`config.mk`:
```
export PLATFORM = sky130hd
export DESIGN_NAME = radio_mode_controller
export DESIGN_NICKNAME = d
export VERILOG_FILES = /design/src/rtl/radio_mode_pkg.sv /design/src/rtl/radio_mode_controller.sv /design/src/rtl/mode_timer.sv /design/src/rtl/rpd_filter.sv
export VERILOG_INCLUDE_DIRS = /design/src /design/src/rtl
export SDC_FILE = /design/constraint.sdc
export NUM_CORES = 1
export LEC_CHECK = 0
export BUFFER_PORTS_ARGS = -buffer_cell sky130_fd_sc_hd__buf_2
export CORE_MARGIN = 3
export CORE_UTILIZATION = 58
export CTS_CLUSTER_SIZE = 8
export DETAILED_ROUTE_END_ITERATION = 6
export GPL_TIMING_DRIVEN = 0
export PLACE_DENSITY = 0.79
export RECOVER_POWER = 25
export SLEW_MARGIN = 20
export SYNTH_ARGS = -nofsm -noshare
export SYNTH_HDL_FRONTEND = slang
export SYNTH_SLANG_ARGS = --single-unit
```
`constraint.sdc`:
```
create_clock -name core_clk -period 7.1 [get_ports core_clk]
set_input_delay 0.355 -clock core_clk [delete_from_list [all_inputs] [get_ports core_clk]]
set_output_delay 0.355 -clock core_clk [all_outputs]
set_load 0.05 [all_outputs]
```
`src/rtl/radio_mode_regs.svh`:
```
`ifndef RADIO_MODE_REGS_SVH
`define RADIO_MODE_REGS_SVH

// ----------------------------------------
// Clock
// ----------------------------------------
`define CORE_CLK_PERIOD_NS 40

// ----------------------------------------
// Mode timing (times as printed, counts derived)
// ----------------------------------------
`define WAKE_TIME_US 150
`define WAKE_CYCLES ((`WAKE_TIME_US * 1000) / `CORE_CLK_PERIOD_NS)
`define SETTLE_TIME_US 130
`define SETTLE_CYCLES ((`SETTLE_TIME_US * 1000) / `CORE_CLK_PERIOD_NS)
`define ACT_PULSE_TIME_US 10
`define ACT_PULSE_CYCLES \
	((`ACT_PULSE_TIME_US * 1000 + `CORE_CLK_PERIOD_NS - 1) / `CORE_CLK_PERIOD_NS)
`define RPD_TIME_US 40
`define RPD_CYCLES \
	((`RPD_TIME_US * 1000 + `CORE_CLK_PERIOD_NS - 1) / `CORE_CLK_PERIOD_NS)
`define TX_MAX_TIME_US 4000
`define TX_MAX_CYCLES ((`TX_MAX_TIME_US * 1000) / `CORE_CLK_PERIOD_NS)

// ----------------------------------------
// Air rate select codes and one-hot rate output
// ----------------------------------------
`define RATE_SEL_1M 2'h0
`define RATE_SEL_2M 2'h1
`define RATE_SEL_250K 2'h2
`define RATE_BIT_250K 0
`define RATE_BIT_1M 1
`define RATE_BIT_2M 2
`define RATE_RESET 3'h2

`endif

```
`src/rtl/radio_mode_pkg.sv`:
```
package radio_mode_pkg;

	// ----------------------------------------
	// Operating modes, one-hot
	// ----------------------------------------
	typedef enum logic [7:0] {
		POWER_DOWN = 8'h01,
		WAKE = 8'h02,
		IDLE_LOW = 8'h04,
		IDLE_CLK = 8'h08,
		SETTLE_RX = 8'h10,
		SETTLE_TX = 8'h20,
		RX = 8'h40,
		TX = 8'h80
	} mode_e;

	typedef logic [2:0] rate_t;

endpackage : radio_mode_pkg

```
`src/rtl/radio_mode_controller.sv`:
```
`timescale 1ns/100ps
`include "radio_mode_regs.svh"

// How it works
// - Power-up set leaves power down to idle
// - Receive needs activate; clearing returns idle, transmit first finishes its packet
// - Transmitter, activate high, FIFO empty: clocks-on idle
// - Upload in clocks-on idle starts synthesizer, settles
// - Idle states keep settings and register port
// - Power-up, receive select, activate give receive
// - Accept matching valid packets, drop when full
// - Stay receiving; protocol may switch modes itself
// - Power flag needs strong signal for 40us
// - Transmit needs payload and activate over 10us
// - After packet: idle, next packet, or clocks-on
// - Automatic protocol caps transmit stay at 4ms
// - Activate held drains FIFO while refilled
// - Clocks-on idle transmits when select returns high
// - Short activate pulse sends exactly one packet
// - Wake to low-current idle within 150us
// - Idle-to-active and turnarounds within 130us, transmit held while select low
// - Air rate follows the rate select setting; code 3 keeps it
// - Power-up, activate low, no transmit: idle
// - Power-up clear gives power down, settings kept
// - Reset ends in power down
module radio_mode_controller
	import radio_mode_pkg::*;
#(
	parameter int TX_MAX_CYCLES = `TX_MAX_CYCLES
) (
	input wire logic core_clk,
	input wire logic sys_rst,
	input wire logic power_up_bit,
	input wire logic primary_receive_select,
	input wire logic activate,
	input wire logic select_n,
	input wire logic tx_fifo_empty,
	input wire logic tx_upload,
	input wire logic auto_protocol_en,
	input wire logic ack_send_req,
	input wire logic tx_packet_done,
	input wire logic rx_packet_end,
	input wire logic rx_addr_match,
	input wire logic rx_crc_ok,
	input wire logic rx_fifo_full,
	input wire logic rx_signal_strong,
	input wire logic [1:0] air_rate_select,
	output mode_e mode,
	output logic osc_on,
	output logic clock_buffers_on,
	output logic synth_on,
	output logic rx_chain_on,
	output logic tx_chain_on,
	output logic tx_start,
	output logic tx_abort,
	output logic rx_store,
	output logic rx_drop,
	output logic received_power_flag,
	output rate_t air_rate,
	output logic regs_accessible
);

	// ----------------------------------------
	// Constants and declarations
	// ----------------------------------------
	localparam int DWELL_W = $clog2(TX_MAX_CYCLES + 1);
	localparam logic [11:0] WAKE_LOAD = 12'(`WAKE_CYCLES - 1);
	localparam logic [11:0] SETTLE_LOAD = 12'(`SETTLE_CYCLES - 1);
	localparam logic [7:0] ACT_LAST = 8'(`ACT_PULSE_CYCLES - 1);
	localparam logic [DWELL_W-1:0] DWELL_LOAD = DWELL_W'(TX_MAX_CYCLES - 1);
	mode_e next_mode;
	logic act_armed, next_act_armed, ack_turn, next_ack_turn, act_qualified;
	logic [7:0] act_count, next_act_count;
	logic timer_load, timer_expired, dwell_load, dwell_expired, tx_timeout;
	logic [11:0] timer_value;
	logic tx_end, next_tx_start, next_tx_abort, next_rx_store, next_rx_drop;
	logic rx_good;
	rate_t next_air_rate;

	// ----------------------------------------
	// Timers and power detector
	// ----------------------------------------
	mode_timer #(.WIDTH(12)) settle_timer (
		.core_clk(core_clk),
		.sys_rst(sys_rst),
		.load(timer_load),
		.value(timer_value),
		.expired(timer_expired)
	);
	mode_timer #(.WIDTH(DWELL_W)) dwell_timer (
		.core_clk(core_clk),
		.sys_rst(sys_rst),
		.load(dwell_load),
		.value(DWELL_LOAD),
		.expired(dwell_expired)
	);
	rpd_filter #(.HOLD(`RPD_CYCLES), .WIDTH(10)) power_detect (
		.core_clk(core_clk),
		.sys_rst(sys_rst),
		.enable(mode == RX),
		.raw(rx_signal_strong),
		.flag(received_power_flag)
	);

	// ----------------------------------------
	// Mode sequencer
	// ----------------------------------------
	always_comb begin
		next_mode = mode;
		next_ack_turn = ack_turn;
		timer_load = 1'b0;
		timer_value = SETTLE_LOAD;
		dwell_load = 1'b0;
		next_tx_start = 1'b0;
		next_tx_abort = 1'b0;
		// Pulse held long enough, measured by the activate counter
		act_qualified = activate && (act_count == ACT_LAST);
		next_act_count = activate ?
			((act_count == ACT_LAST) ? act_count : act_count + 1'b1) : 8'h00;
		next_act_armed = act_armed || act_qualified;
		tx_timeout = auto_protocol_en && dwell_expired;
		tx_end = tx_packet_done || tx_timeout;
		case (mode)
			POWER_DOWN: begin
				if (power_up_bit) begin
					next_mode = WAKE;
					timer_load = 1'b1;
					timer_value = WAKE_LOAD;
				end
			end
			WAKE: begin
				if (timer_expired) begin
					next_mode = IDLE_LOW;
				end
			end
			IDLE_LOW: begin
				if (activate && primary_receive_select) begin
					next_mode = SETTLE_RX;
					timer_load = 1'b1;
				end else if ((act_armed || act_qualified) &&
					!primary_receive_select && !tx_fifo_empty) begin
					next_mode = SETTLE_TX;
					timer_load = 1'b1;
				end
			end
			SETTLE_RX: begin
				if (!activate) begin
					next_mode = IDLE_LOW;
					next_ack_turn = 1'b0;
				end else if (timer_expired) begin
					next_mode = RX;
				end
			end
			SETTLE_TX: begin
				// Hold off while the controller still has select low
				if (timer_expired && select_n) begin
					next_mode = TX;
					dwell_load = 1'b1;
					next_tx_start = 1'b1;
				end
			end
			RX: begin
				if (!activate) begin
					next_mode = IDLE_LOW;
				end else if (auto_protocol_en && ack_send_req) begin
					next_mode = SETTLE_TX;
					next_ack_turn = 1'b1;
					timer_load = 1'b1;
				end else if (!primary_receive_select && !tx_fifo_empty) begin
					next_mode = SETTLE_TX;
					timer_load = 1'b1;
				end
			end
			TX: begin
				if (tx_end) begin
					next_tx_abort = tx_timeout && !tx_packet_done;
					if (ack_turn) begin
						next_mode = SETTLE_RX;
						next_ack_turn = 1'b0;
						timer_load = 1'b1;
					end else if (!activate) begin
						next_mode = IDLE_LOW;
					end else if (tx_fifo_empty) begin
						next_mode = IDLE_CLK;
					end else if (tx_timeout) begin
						// Break the stay, resettle, then carry on draining
						next_mode = SETTLE_TX;
						timer_load = 1'b1;
					end else begin
						next_tx_start = 1'b1;
					end
				end
			end
			IDLE_CLK: begin
				if (!activate) begin
					next_mode = IDLE_LOW;
				end else if (tx_upload) begin
					next_mode = SETTLE_TX;
					timer_load = 1'b1;
				end
			end
			default: next_mode = POWER_DOWN;
		endcase
		if (!power_up_bit) begin
			next_mode = POWER_DOWN;
			next_ack_turn = 1'b0;
			next_tx_start = 1'b0;
		end
		if (next_mode != IDLE_LOW) begin
			next_act_armed = 1'b0;
		end
	end
	always_ff @(posedge core_clk) begin
		if (sys_rst) begin
			mode <= POWER_DOWN;
			ack_turn <= 1'b0;
			act_armed <= 1'b0;
			act_count <= 8'h00;
			tx_start <= 1'b0;
			tx_abort <= 1'b0;
		end else begin
			mode <= next_mode;
			ack_turn <= next_ack_turn;
			act_armed <= next_act_armed;
			act_count <= next_act_count;
			tx_start <= next_tx_start;
			tx_abort <= next_tx_abort;
		end
	end

	// ----------------------------------------
	// Outputs per mode, receive verdicts, air rate
	// ----------------------------------------
	always_comb begin
		rx_good = rx_packet_end && rx_addr_match && rx_crc_ok && (mode == RX);
		next_rx_store = rx_good && !rx_fifo_full;
		next_rx_drop = rx_good && rx_fifo_full;
		case (air_rate_select)
			`RATE_SEL_250K: next_air_rate = 3'h1 << `RATE_BIT_250K;
			`RATE_SEL_1M: next_air_rate = 3'h1 << `RATE_BIT_1M;
			`RATE_SEL_2M: next_air_rate = 3'h1 << `RATE_BIT_2M;
			default: next_air_rate = air_rate;
		endcase
	end

	always_ff @(posedge core_clk) begin
		if (sys_rst) begin
			osc_on <= 1'b0;
			clock_buffers_on <= 1'b0;
			synth_on <= 1'b0;
			rx_chain_on <= 1'b0;
			tx_chain_on <= 1'b0;
			rx_store <= 1'b0;
			rx_drop <= 1'b0;
			air_rate <= `RATE_RESET;
			regs_accessible <= 1'b0;
		end else begin
			osc_on <= (next_mode != POWER_DOWN);
			clock_buffers_on <= !(next_mode inside {POWER_DOWN, WAKE,
				IDLE_LOW});
			synth_on <= next_mode inside {SETTLE_RX, SETTLE_TX, RX, TX};
			rx_chain_on <= (next_mode == RX);
			tx_chain_on <= (next_mode == TX);
			rx_store <= next_rx_store;
			rx_drop <= next_rx_drop;
			// Settings never cleared by a mode change
			air_rate <= next_air_rate;
			regs_accessible <= 1'b1;
		end
	end

	// ----------------------------------------
	// Assertions
	// ----------------------------------------
	localparam int WAKE_MAX = `WAKE_CYCLES;
	localparam int SETTLE_MAX = `SETTLE_CYCLES;
	logic [11:0] wake_cnt, settle_cnt;
	logic [DWELL_W-1:0] tx_cnt;
	always_ff @(posedge core_clk) begin
		if (sys_rst) begin
			wake_cnt <= 12'h000;
			settle_cnt <= 12'h000;
			tx_cnt <= '0;
		end else begin
			wake_cnt <= (mode == WAKE) ? wake_cnt + 1'b1 : 12'h000;
			settle_cnt <= (mode == SETTLE_RX) ? settle_cnt + 1'b1 : 12'h000;
			tx_cnt <= (mode == TX) ? tx_cnt + 1'b1 : '0;
		end
	end
endmodule : radio_mode_controller

```
`src/rtl/mode_timer.sv`:
```
`timescale 1ns/100ps

module mode_timer #(
	parameter int WIDTH = 12
) (
	input wire logic core_clk,
	input wire logic sys_rst,
	input wire logic load,
	input wire logic [WIDTH-1:0] value,
	output logic expired
);

	logic [WIDTH-1:0] count;
	logic [WIDTH-1:0] next_count;
	logic next_expired;

	// Expires value+1 cycles after the load cycle
	always_comb begin
		if (load) begin
			next_count = value;
		end else if (count != '0) begin
			next_count = count - 1'b1;
		end else begin
			next_count = count;
		end
		next_expired = (next_count == '0);
	end

	always_ff @(posedge core_clk) begin
		if (sys_rst) begin
			count <= '0;
			expired <= 1'b1;
		end else begin
			count <= next_count;
			expired <= next_expired;
		end
	end

endmodule : mode_timer

```
`src/rtl/rpd_filter.sv`:
```
`timescale 1ns/100ps

module rpd_filter #(
	parameter int HOLD = 1000,
	parameter int WIDTH = 10
) (
	input wire logic core_clk,
	input wire logic sys_rst,
	input wire logic enable,
	input wire logic raw,
	output logic flag
);

	localparam logic [WIDTH-1:0] LAST = WIDTH'(HOLD - 1);

	logic [WIDTH-1:0] run;
	logic [WIDTH-1:0] next_run;
	logic next_flag;

	// Outside receive the flag keeps its last value as a snapshot
	always_comb begin
		next_run = '0;
		next_flag = flag;
		if (enable && raw) begin
			next_run = (run == LAST) ? run : run + 1'b1;
		end
		if (enable) begin
			next_flag = raw && (run == LAST);
		end
	end

	always_ff @(posedge core_clk) begin
		if (sys_rst) begin
			run <= '0;
			flag <= 1'b0;
		end else begin
			run <= next_run;
			flag <= next_flag;
		end
	end
endmodule : rpd_filter

```
Word level (Yosys, flattened, before mapping)
Index checks and enable logic that the tools add are counted.
- register bits: 73
- output and inout bits: 22
- word-level logic and storage cells: 146
- add/subtract/negate cells: 4
- eq/ne operators: 25
- muxes and demuxes: 53
- bitwise gates (word level): 5
- reductions and logical operators: 38
- operators with widths (cell ; number):
    two-way mux 8 bit ; 17
    one-hot mux 8 bit (8 select lines) ; 1
    two-way mux 17 bit ; 2
    two-way mux 1 bit ; 25
    == test 8 bit, second input constant ; 3
    two-way mux 12 bit ; 2
    two-way mux 10 bit ; 2
    logical NOT 17 bit ; 1
    nonzero test 17 bit ; 1
    subtractor 17 x 1 -> 17 bit, second input constant ; 1
    == test 8 x 1 -> 1 bit, second input constant ; 2
    == test 8 x 2 -> 1 bit, second input constant ; 2
    == test 8 x 3 -> 1 bit, second input constant ; 2
    == test 8 x 5 -> 1 bit, second input constant ; 2
    == test 8 x 6 -> 1 bit, second input constant ; 2
    == test 8 x 7 -> 1 bit, second input constant ; 2
    logical AND 1 bit ; 16
    logical NOT 12 bit ; 1
    nonzero test 12 bit ; 1
    subtractor 12 x 1 -> 12 bit, second input constant ; 1
    adder 10 x 1 -> 10 bit, second input constant ; 1
    == test 10 bit, second input constant ; 1
    one-hot mux 3 bit (3 select lines) ; 1
    nonzero test 3 bit ; 3
    other kinds (18) ; 33

Logic depth before layout (Yosys ltp)
Gate-level depths: netlist of the first run.
- word-level depth: 12
- gate-level depth with buffers: 8
- depth with buffers taken out: 7

By module
A second synthesis of the first run with hierarchy kept.
- cell total of the unflattened synthesis: 492
- area total of the unflattened synthesis: 4157.7 µm²
- modules (own cells, without submodules) (module ; times used ; cells each ; area an instance (µm²)):
    radio_mode_controller ; 1 ; 179 ; 1557.7
    mode_timer at dwell_timer ; 1 ; 134 ; 1088.5
    mode_timer at settle_timer ; 1 ; 121 ; 993.5
    rpd_filter ; 1 ; 58 ; 518.0

Worst setup path after synthesis of the first run
Ideal clock, no wire load.
- kind: reg2reg
- from: reg mode[0]
- to: reg mode[6]
- arrival: 2.813 ns
- required time: 7.022 ns
- slack: 4.208 ns
- cell stages (with the launch flop): 8
- path buffers: 2
- clock period less this slack: 2.892 ns
- cell sequence: dfxtp_1 -> buf_6 -> or4_4 -> or4_1 -> a41o_1 -> buf_6 -> or4b_4 -> nor3_1
- cells in the longest elaborated chain, start to end: 3
- ends and longest elaborated chain (what ; line ; RTL):
    from (decl) ; radio_mode_controller.sv:48 ; output mode_e mode,
    from (signal assigned) ; radio_mode_controller.sv:222 ; mode <= next_mode;
    == test 8 x 4 -> 1 bit (tied with other cells) ; radio_mode_controller.sv:123 ; case (mode)
    one-hot mux 8 bit (8 select lines) (*) ; radio_mode_controller.sv:123 ;
    two-way mux 8 bit (*) ; radio_mode_controller.sv:204 ; if (!power_up_bit) begin
Mark *: on every way between the ends. The rest lies on a longest branch, timed or not.
A chain may end at the register's enable or synchronous reset.

Worst setup path after layout of the first run
- from: reg dwell_timer.count[7]
- to: reg dwell_timer.expired
- cells in the longest elaborated chain, start to end: 4
- ends and longest elaborated chain (what ; line ; RTL):
    from (decl) ; mode_timer.sv:13 ; logic [WIDTH-1:0] count;
    from (signal assigned) ; mode_timer.sv:34 ; count <= next_count;
    subtractor 17 x 1 -> 17 bit or nonzero test 17 bit (tied branches) ; mode_timer.sv:22, mode_timer.sv:21 ;
    two-way mux 17 bit (*) ; mode_timer.sv:21 ; end else if (count != '0) begin
    two-way mux 17 bit (*) ; mode_timer.sv:19 ; if (load) begin
    logical NOT 17 bit (*) ; mode_timer.sv:26 ; next_expired = (next_count == '0);
    to (signal assigned) ; mode_timer.sv:35 ; expired <= next_expired;
    to (decl) ; mode_timer.sv:10 ; output logic expired
Marks and branches as above.

==> results of run 1 <==
final timing paths:
check                       start             endpoint  slack, ps  depth (start not counted)
max          dwell_timer.count[7]  dwell_timer.expired       4210                          6
min                  rx_fifo_full             rx_store        170                          2
max reg2reg  dwell_timer.count[7]  dwell_timer.expired       4210                          6
min reg2reg   power_detect.run[9]  power_detect.run[9]        490                          2
layer usage:
layer	vias to the layer above	wire length [µm]	GRT usage (%)
li1	1824	-	-
met1	1757	4369	35.12
met2	141	4648	43.42
met3	21	607	4.257
met4	0	177	8.229
met5	-	0	0
cell usage in the layout, fill, tap and decap left out, types with 7 or more instances in the layout:
cell      instances
inv_1            13
a21oi_1          32
nand4_1          12
nor3_1           19
xnor2_1          11
nand2_1          27
buf_2            25
nor2_1           43
clkbuf_8          9
nand3_1          17
xor2_1           15
clkbuf_1         30
or3_1            12
dfxtp_1          73
and3_1            7
or4_1            10
o21ai_0          20
nor4b_1           7
o31ai_1           7
nor4_1           11
stage by stage:
step | area (µm²) | total power, µW | std cells
CTS | 4390 | 1455 | 590
floorplan | 3855 | 939.0 | 459
detailed placement | 4148 | 1055 | 574
finish | 4373 | 1463 | 590
global placement | 4141 | 1039 | 574
global route | 4373 | 1544 | 590
worst max-delay path, delay by kind of cell (launching register included):
kind | cells | cell delay, ps
and+or+nand+nor | 3 | 1580
AOI/OAI and AO/OA | 2 | 670
DFF | 1 | 360
buffers and inverters | 1 | 190
cells by family after synthesis:
| kind of cell | count (synthesis) |
|---|---|
| simple gates | 212 |
| compound gates | 107 |
| flops | 73 |
| buf+inv | 33 |
| xor+xnor | 26 |
| fa+ha+maj | 6 |
| mux | 2 |
power by group through the flow:
| stage | sequential, µW | combinational, µW | clock, µW |
|---|---|---|---|
| after global placement | 536 | 503 | 0 |
| final | 532 | 529 | 401 |
| after CTS | 531 | 520 | 405 |
| after floorplan | 531 | 408 | 0 |
| after global routing | 542 | 580 | 423 |
| after detailed placement | 540 | 515 | 0 |
sequential cells by signal (all words and copies together) (netlist names):
register              flops
rx_store                  1
tx_abort                  1
power_detect.flag         1
tx_start                  1
power_detect.run         10
settle_timer.count       12
synth_on                  1
act_armed                 1
ack_turn                  1
tx_chain_on               1
rx_chain_on               1
rx_drop                   1
regs_accessible           1
settle_timer.expired      1
mode                      8
dwell_timer.count        17
osc_on                    1
air_rate                  3
dwell_timer.expired       1
act_count                 8
clock_buffers_on          1
area by class of cell:
type,instances,area [µm²]
Buffer,20,102.6
Clock buffer,10,127.6
Clock inverter,6,115.1
Fill cell,534,2013
Inverter,13,48.80
Multi-Input combinational cell,353,2248
Sequential cell,73,1461
Tap cell,77,96.34
Timing Repair Buffer,38,172.7
==> metrics.md, run 1 <==
| Metric | Value |
|---|---|
| Internal Power | `919.2 µW` |
| Mux share of post-synthesis cell area | `0.5193%` |
| Worst-Skew Late Latency | `350 ps` |
| CTS resizes | `0` |
| Sequential share of power | `36.4%` |
| Status | `finished, final reports clean` |
| Starting Density | `60.36%` |
| Adder and majority gate portion of the synthesized area | `1.947%` |
| N_diodes | `0` |
| Max frequency | `0.3458 GHz` |
| Mapped Cells | `459` |
| Yosys top cell area share | `37.91%` |
| Cell Chain, Critical Path | `or4_1 > clkbuf_1 > or4_4 > o31ai_1 > or4b_1 > o41ai_2` |
| Leak | `0.001659 µW` |
| Drt drc | `0` |
| Iter 0 DRT Violations | `197` |
| Dominant cells by area after synthesis | `dfxtp_1, nor2_1, a21oi_1` |
| Asr flop ratio synth | `0%` |
| Clock-pin slew on the worst setup and hold paths | `80 ps` |
| Prevailing post-synth register cell | `dfxtp_1` |
| Synth Area in Compound Gates | `18.37%` |
| CTS Sinks | `73` |
| Row count | `29` |
| CTS max path bufs | `2` |
| DR WL/cell | `16.62 µm` |
| Setup CP Type | `flop to flop` |
| Warnings, synthesis | `0` |
| First-pass iteration count of the detailed router | `6` |
| Setup WS pre-CTS | `4226 ps` |
| Comb pwr share | `36.2%` |
| Hold_ws | `170.0 ps` |
| Cell taking the most area after synthesis | `dfxtp_1` |
| DR vias/cell | `6.344` |
| DRT antenna net count | `0` |
| Synth Area in Simple Gates | `31.42%` |
| Max FO, Critical Path | `7` |
| Clock network power share | `27.4%` |
| Synth cell types | `65` |
| CTS root buffer | `clkbuf_8` |
| First-pass GRT wire length | `16.01 mm` |
| DP HPWL | `7.136 mm` |
| Max H-tree Level | `3` |
| Worst stage delay on the critical path | `560 ps` |
| Final hold vios | `0` |
| Max rail drop VDD | `0.2910 mV` |
| Layout cells sized above 1 | `12.09%` |
| Largest family of logic cells by synthesized area | `simple AND/OR/NAND/NOR gates` |
| Die height | `87.53 µm` |
| Min Tclk post-route | `2892 ps` |
| Nets | `532` |
| Slew HR | `36.12%` |
| Num ports | `40` |
| Die footprint | `7661 µm²` |
| Vias post-DR | `3743` |
| Final period utilization | `40.73%` |
| Hold buffer count at CTS | `0` |
| Crit end category | `flop` |
| Yosys reg bits | `73` |
| Initial antenna violation count | `0` |
| GPL Wtd Cong | `0.9628` |
| PwrDens | `334.5 nW/µm²` |
| CP max-delay cell | `or4_4` |
| Most common cell in the netlist | `dfxtp_1` |
| Area growth syn-to-layout | `13.44%` |
| Number of port buffers | `38` |
| Sw frac | `37.15%` |
| Register area share after synthesis | `37.91%` |
| Final WS setup | `4208 ps` |
| Core ar. | `6386 µm²` |
| Fin. max-slew vios | `0` |
| Gr usage total | `26.27%` |
| Largest net degree at the start of global routing | `14` |
| TNS Setup | `0 ps` |
| WP data arrival | `3150 ps` |
| Die Width | `87.53 µm` |
| CTS tree | `done` |
| Final Util | `68.48%` |
| Syn avg cell area | `8.399 µm²` |
| Slew at the pin with the worst max-slew slack | `950.3 ps` |
| Num CTS Buffers | `9` |
| Setup violations, final | `0` |
| Number of synthesized flops with an enable pin | `0` |
| Top cells by count, synth | `dfxtp_1, nor2_1, a21oi_1` |
| RSZ-0062 raised after global routing | `false` |
| Total routed wirelength | `9.803 mm` |
| Grt total ovfl | `0` |
| # Post-CTS Setup Buffers | `0` |
| Worst min path class | `primary input to flop` |
| Crit start category | `flop` |
| CP required | `7360 ps` |
| P_sw | `543.4 µW` |
| Vias in the first global route | `3348` |
| Number of max-cap violations | `0` |
| Synth Net Count | `483` |
| Post-Syn Area | `3855 µm²` |
| Worst clock skew | `7.793 ps` |
| XOR/XNOR Fraction of Synth Area | `5.907%` |
No activity file was read; power rests on OpenSTA's default activity.
==> inputs of run 2 (changes only) <==
--- a/config.mk
+++ b/config.mk
@@ -8,11 +8,11 @@
 export LEC_CHECK = 0
 export BUFFER_PORTS_ARGS = -buffer_cell sky130_fd_sc_hd__buf_2
 export CORE_MARGIN = 3
-export CORE_UTILIZATION = 58
+export CORE_UTILIZATION = 53
 export CTS_CLUSTER_SIZE = 8
 export DETAILED_ROUTE_END_ITERATION = 6
 export GPL_TIMING_DRIVEN = 0
-export PLACE_DENSITY = 0.79
+export PLACE_DENSITY = 0.76
 export RECOVER_POWER = 25
 export SLEW_MARGIN = 20
 export SYNTH_ARGS = -nofsm -noshare
==> constraint.sdc (replaced) <==
create_clock -name core_clk -period 2.5 [get_ports core_clk]
set_input_delay 0.125 -clock core_clk [delete_from_list [all_inputs] [get_ports core_clk]]
set_output_delay 0.125 -clock core_clk [all_outputs]
set_load 0.05 [all_outputs]
==> metrics.md, run 2 (synthesized netlist as in run 1, its figures left out) <==
| Metric | Value |
|---|---|
| Status | `complete, but fails checks` |
| Failing checks | `setup timing` |
| Final WS setup | `-32.60 ps` |
| DRT antenna net count | `0` |
| Max H-tree Level | `3` |
| Fin. max-slew vios | `0` |
| Vias in the first global route | `3436` |
| Gr usage total | `24.26%` |
| GPL Wtd Cong | `0.9501` |
| Final Power | `4279 µW` |
| Iter 0 DRT Violations | `257` |
| Number of port buffers | `38` |
| CTS max path bufs | `2` |
| Max rail drop VDD | `0.4850 mV` |
| Num ports | `40` |
| Crit end category | `flop` |
| Worst-Skew Late Latency | `350 ps` |
| Most common cell after layout, fill and taps aside | `dfxtp_1` |
| Internal Power | `2633 µW` |
| Most frequent cells in the layout | `dfxtp_1, nor2_1, a21oi_1` |
| Max reg flops | `17` |
| Reg2reg path depth | `5` |
| P_sw | `1646 µW` |
| First-pass iteration count of the detailed router | `5` |
| Area growth syn-to-layout | `19.93%` |
| Vias post-DR | `3767` |
| Largest net degree at the start of global routing | `14` |
| Die Width | `91.29 µm` |
| Core ar. | `6907 µm²` |
| Starting Density | `55.82%` |
| Setup violations, final | `1` |
| Max FO, Critical Path | `4` |
| Hold_ws | `17.44 ps` |
| PwrDens | `925.6 nW/µm²` |
| N_diodes | `0` |
| DR vias/cell | `6.056` |
| Max frequency | `0.3949 GHz` |
| Final period utilization | `101.3%` |
| Biggest regs | `dwell_timer.count x17, settle_timer.count x12, power_detect.run x10` |
| Cell Chain, Critical Path | `or4_4 > or4_4 > a41o_1 > or4b_4 > nor3_2` |
| Post-DP Area | `4204 µm²` |
| Layout cells sized above 1 | `19.01%` |
| RSZ-0062 raised after global routing | `true` |
| Worst clock skew | `10.10 ps` |
| Leak | `0.001727 µW` |
| Setup CP Type | `flop to flop` |
| FILL cells | `597` |
| Initial antenna violation count | `0` |
| Num CTS Buffers | `9` |
| Worst min path class | `primary input to flop` |
| TNS Setup | `-32.60 ps` |
| CTS tree | `done` |
| CTS Sinks | `73` |
| DR WL/cell | `16.17 µm` |
| Nets | `545` |
| Slew HR | `56.20%` |
| Cell mode on critical path | `or4_4` |
| First-pass GRT wire length | `16.52 mm` |
| Comb pwr share | `43.1%` |
| Total routed wirelength | `10.06 mm` |
| Crit start category | `flop` |
| Die footprint | `8333 µm²` |
| CP max-delay cell | `or4b_4` |
| CP required | `2780 ps` |
| Row count | `30` |
| Sw frac | `38.46%` |
| Largest Register | `dwell_timer.count` |
| Die height | `91.29 µm` |
| WHS Path Cells | `2` |
| Drt drc | `0` |
| Final hold vios | `0` |
| Sequential share of power | `35.3%` |
| CTS root buffer | `clkbuf_8` |
| DP HPWL | `7.015 mm` |
| Slew at the pin with the worst max-slew slack | `648.7 ps` |
| Number of max-cap violations | `0` |
| Grt total ovfl | `0` |
| Clock network power share | `21.7%` |
| WP data arrival | `2810 ps` |
| Worst stage delay on the critical path | `610 ps` |
| Clock-pin slew on the worst setup and hold paths | `80 ps` |
| Post-route cell area | `4623 µm²` |
| Min Tclk post-route | `2533 ps` |
## run 2: changes by cell type in the layout (fill, tap and decap cells not counted), sizes merged
cell,before,now
clkbuf,39,41
clkinvlp,1,2
dlygate4sd3,0,3
buf,29,37
bufinv,3,1
clkinv,1,2
## run 2: critical path, delay by kind of cell (launching register included)
kind | cells | cell delay, ps
flip-flops | 1 | 360
AND/OR/NAND/NOR | 4 | 1850
AO/OA/AOI/OAI | 1 | 240
## run 2: power groups by stage
stage | clock network, µW | registers (µW) | logic (µW)
finish | 926 | 1510 | 1840
global route | 990 | 1530 | 2030
CTS | 943 | 1500 | 1770
detailed placement | 0 | 1530 | 1500
global placement | 0 | 1520 | 1480
floorplan | 0 | 1510 | 1190
## run 2: path summary, 6_finish.rpt
path / start / endpoint / slack (ps)
setup reg to reg: mode[1] / mode[6] / -30
setup / recovery: mode[1] / mode[6] / -30
hold reg to reg: power_detect.run[9] / power_detect.run[9] / 480
hold / removal: air_rate_select[1] / air_rate[1] / 20
## run 2: per-layer routing
layer | track usage [%] | share of wire (%) | up-vias
li1 | - | - | 1847
met1 | 33.40 | 45 | 1763
met2 | 38.26 | 46 | 133
met3 | 3.148 | 6.3 | 24
met4 | 10.05 | 2.2 | 0
met5 | 0 | 0 | -
## run 2: layout make-up
| class | count | area, µm² | area share (%) |
|---|---|---|---|
| timing repair buffer | 56 | 310.3 | 6.712 |
| multi-input combinational | 353 | 2387 | 51.64 |
| clock inverter | 6 | 67.56 | 1.461 |
| tap | 96 | 120.1 | 2.598 |
| buffer | 15 | 75.07 | 1.624 |
| inverter | 13 | 48.80 | 1.055 |
| clock buffer | 10 | 127.6 | 2.760 |
| sequential | 73 | 1486 | 32.15 |
## run 2: what timing repair did
| item | 4_1_cts | 5_1_grt |
|---|---|---|
| pin swaps | 11 | 7 |
| hold buffers | 3 | 0 |
| setup buffers | 14 | 1 |
| gates resized for setup | 25 | 12 |
| hold endpoints to repair | 3 | 0 |
| endpoints found under the setup margin | 11 | 18 |
## run 2: per-stage QoR
step	utilization (%)	std cells	setup WS [ps]
after floorplan	-	459	-228.2
after global placement	60.87	593	-282.0
after detailed placement	60.87	593	-294.6
after CTS	66.61	622	-59.93
after global routing	66.94	622	-67.13
final	66.94	622	-32.60
==> inputs of run 3 (changes only) <==
--- a/config.mk
+++ b/config.mk
@@ -8,11 +8,11 @@
 export LEC_CHECK = 0
 export BUFFER_PORTS_ARGS = -buffer_cell sky130_fd_sc_hd__buf_2
 export CORE_MARGIN = 3
-export CORE_UTILIZATION = 53
+export CORE_UTILIZATION = 58
 export CTS_CLUSTER_SIZE = 8
 export DETAILED_ROUTE_END_ITERATION = 6
 export GPL_TIMING_DRIVEN = 0
-export PLACE_DENSITY = 0.76
+export PLACE_DENSITY = 0.79
 export RECOVER_POWER = 25
 export SLEW_MARGIN = 20
 export SYNTH_ARGS = -nofsm -noshare
==> constraint.sdc (replaced) <==
create_clock -name core_clk -period 2.6 [get_ports core_clk]
set_input_delay 0.13 -clock core_clk [delete_from_list [all_inputs] [get_ports core_clk]]
set_output_delay 0.13 -clock core_clk [all_outputs]
set_load 0.05 [all_outputs]
==> metrics.md, run 3 (synthesized netlist as in run 1, its figures left out) <==
| Metric | Value |
|---|---|
| CTS root buffer | `clkbuf_8` |
| Fin. max-slew vios | `0` |
| Max rail drop VDD | `0.7716 mV` |
| Die height | `87.53 µm` |
| Final Util | `71.08%` |
| Worst clock skew | `10.01 ps` |
| Crit end category | `flop` |
| Largest net degree at the start of global routing | `16` |
| Area occupied by multi-input gates | `2351 µm²` |
| WHS Path Cells | `2` |
| Min-delay src | `air_rate_select[1]` |
| Grt total ovfl | `0` |
| Area growth syn-to-layout | `17.75%` |
| Worst stage delay on the critical path | `530 ps` |
| CP required | `2870 ps` |
| Num CTS Buffers | `9` |
| WP data arrival | `2850 ps` |
| Drt drc | `0` |
| Layout cells sized above 1 | `18.10%` |
| RSZ-0062 raised after global routing | `true` |
| Worst min path class | `primary input to flop` |
| DP HPWL | `7.107 mm` |
| Nets | `544` |
| Row count | `29` |
| Setup CP Type | `flop to flop` |
| Final WS setup | `12.02 ps` |
| Vias in the first global route | `3452` |
| Vias post-DR | `3812` |
| Crit start category | `flop` |
| FILL cells | `548` |
| CP bufs+invs | `1` |
| Reg2reg setup slack | `10 ps` |
| Biggest regs | `dwell_timer.count x17, settle_timer.count x12, power_detect.run x10` |
| Starting Density | `60.36%` |
| Hold_ws | `16.50 ps` |
| Initial antenna violation count | `0` |
| Most frequent cells in the layout | `dfxtp_1, nor2_1, a21oi_1` |
| FF+latch area | `1480 µm²` |
| DR WL/cell | `16.76 µm` |
| DRT antenna net count | `0` |
| Clock-pin slew on the worst setup and hold paths | `90 ps` |
| Max H-tree Level | `3` |
| CTS max path bufs | `2` |
| Worst r2r src | `dwell_timer.count[1]` |
| DR vias/cell | `6.332` |
| FF-to-FF End | `dwell_timer.expired` |
| Final period utilization | `99.54%` |
| Slew HR | `51.15%` |
| Number of port buffers | `38` |
| Min Tclk post-route | `2588 ps` |
| Worst-Skew Late Latency | `360 ps` |
| Setup violations, final | `0` |
| TNS Setup | `0 ps` |
| Slew at the pin with the worst max-slew slack | `723.5 ps` |
| Final hold vios | `0` |
| Setup WS pre-CTS | `-280.0 ps` |
| First-pass iteration count of the detailed router | `6` |
| N_diodes | `0` |
| Cell Chain, Critical Path | `inv_2 > ha_4 > or3b_4 > or4_4 > o31ai_4 > or4b_4 > o41ai_4` |
| PwrDens | `885.0 nW/µm²` |
| Max reg flops | `17` |
| First-pass GRT wire length | `16.05 mm` |
| Reg2reg path depth | `7` |
| Core ar. | `6386 µm²` |
| GPL Wtd Cong | `0.9699` |
| Iter 0 DRT Violations | `261` |
| Number of max-cap violations | `0` |
| CP top delay family | `simple AND/OR/NAND/NOR gates` |
| Largest Register | `dwell_timer.count` |
| Gr usage total | `26.38%` |
| WHS Endpoint | `air_rate[1]` |
| CP max-delay cell | `or4_4` |
| Total routed wirelength | `10.09 mm` |
| Leak | `0.001722 µW` |
| CTS tree | `done` |
| Max frequency | `0.3864 GHz` |
| Max FO, Critical Path | `4` |
| Num ports | `40` |
| Die Width | `87.53 µm` |
| Status | `finished, final reports clean` |
| Die footprint | `7661 µm²` |
| CTS Sinks | `73` |
| Most common cell after layout, fill and taps aside | `dfxtp_1` |
-- run 3: cell types whose count changed in the layout (fill, tap and decap cells not counted), sizes merged --
cell,change
clkinv,-1
bufinv,-1
clkbuf,-4
buf,+2
inv,+3
-- run 3: metrics by stage --
stage	area (µm²)	instances	power, µW
5_1_grt	4539	602	4265
6_report	4539	602	4017
3_5_place_dp	4164	574	2877
3_3_place_gp	4164	574	2846
4_1_cts	4407	592	3801
2_1_floorplan	3877	459	2564
-- run 3: how the worst max path moves through the flow --
stage / start / endpoint / cells after the start
final: dwell_timer.count[1] / dwell_timer.expired / 7
after global routing: dwell_timer.count[1] / dwell_timer.expired / 7
after CTS: dwell_timer.count[0] / dwell_timer.expired / 7
after detailed placement: dwell_timer.count[7] / dwell_timer.expired / 6
after global placement: dwell_timer.count[7] / dwell_timer.expired / 6
after floorplan: mode[1] / mode[6] / 7
-- run 3: routing by layer --
layer	vias to the layer above	routed length (µm)	track usage [%]
met5	-	0	0
met4	0	318	13.25
met3	34	615	5.298
met2	164	4804	42.33
met1	1767	4352	33.62
li1	1847	-	-
-- run 3: repair_timing --
item | CTS | global route
endpoints found under the setup margin | 8 | 17
setup buffers | 3 | 11
hold buffers | 3 | 0
pin swaps | 8 | 7
hold endpoints to repair | 3 | 0
gates resized for setup | 9 | 20
-- run 3: where the power goes --
part	internal, µW	total, µW	switching (µW)
clock network	364	862	498
registers	1270	1460	184
logic	752	1700	944
total	2390	4020	1630
-- run 3: layout make-up --
type | count | area share, %
clock buffer | 9 | 2.729
timing repair buffer | 55 | 6.725
inverter | 13 | 1.075
sequential | 73 | 32.61
buffer | 15 | 1.599
multi-input combinational | 353 | 51.79
clock inverter | 7 | 1.351
tap | 77 | 2.122
-- run 3: worst reg2reg max path: cells and delay by family, from the launching register on --
family                   cells  cell delay [ps]
AO/OA/AOI/OAI                2              490
adder cells (fa/ha/maj)      1              140
buffers and inverters        1               60
flip-flops                   1              360
AND/OR/NAND/NOR              3             1440
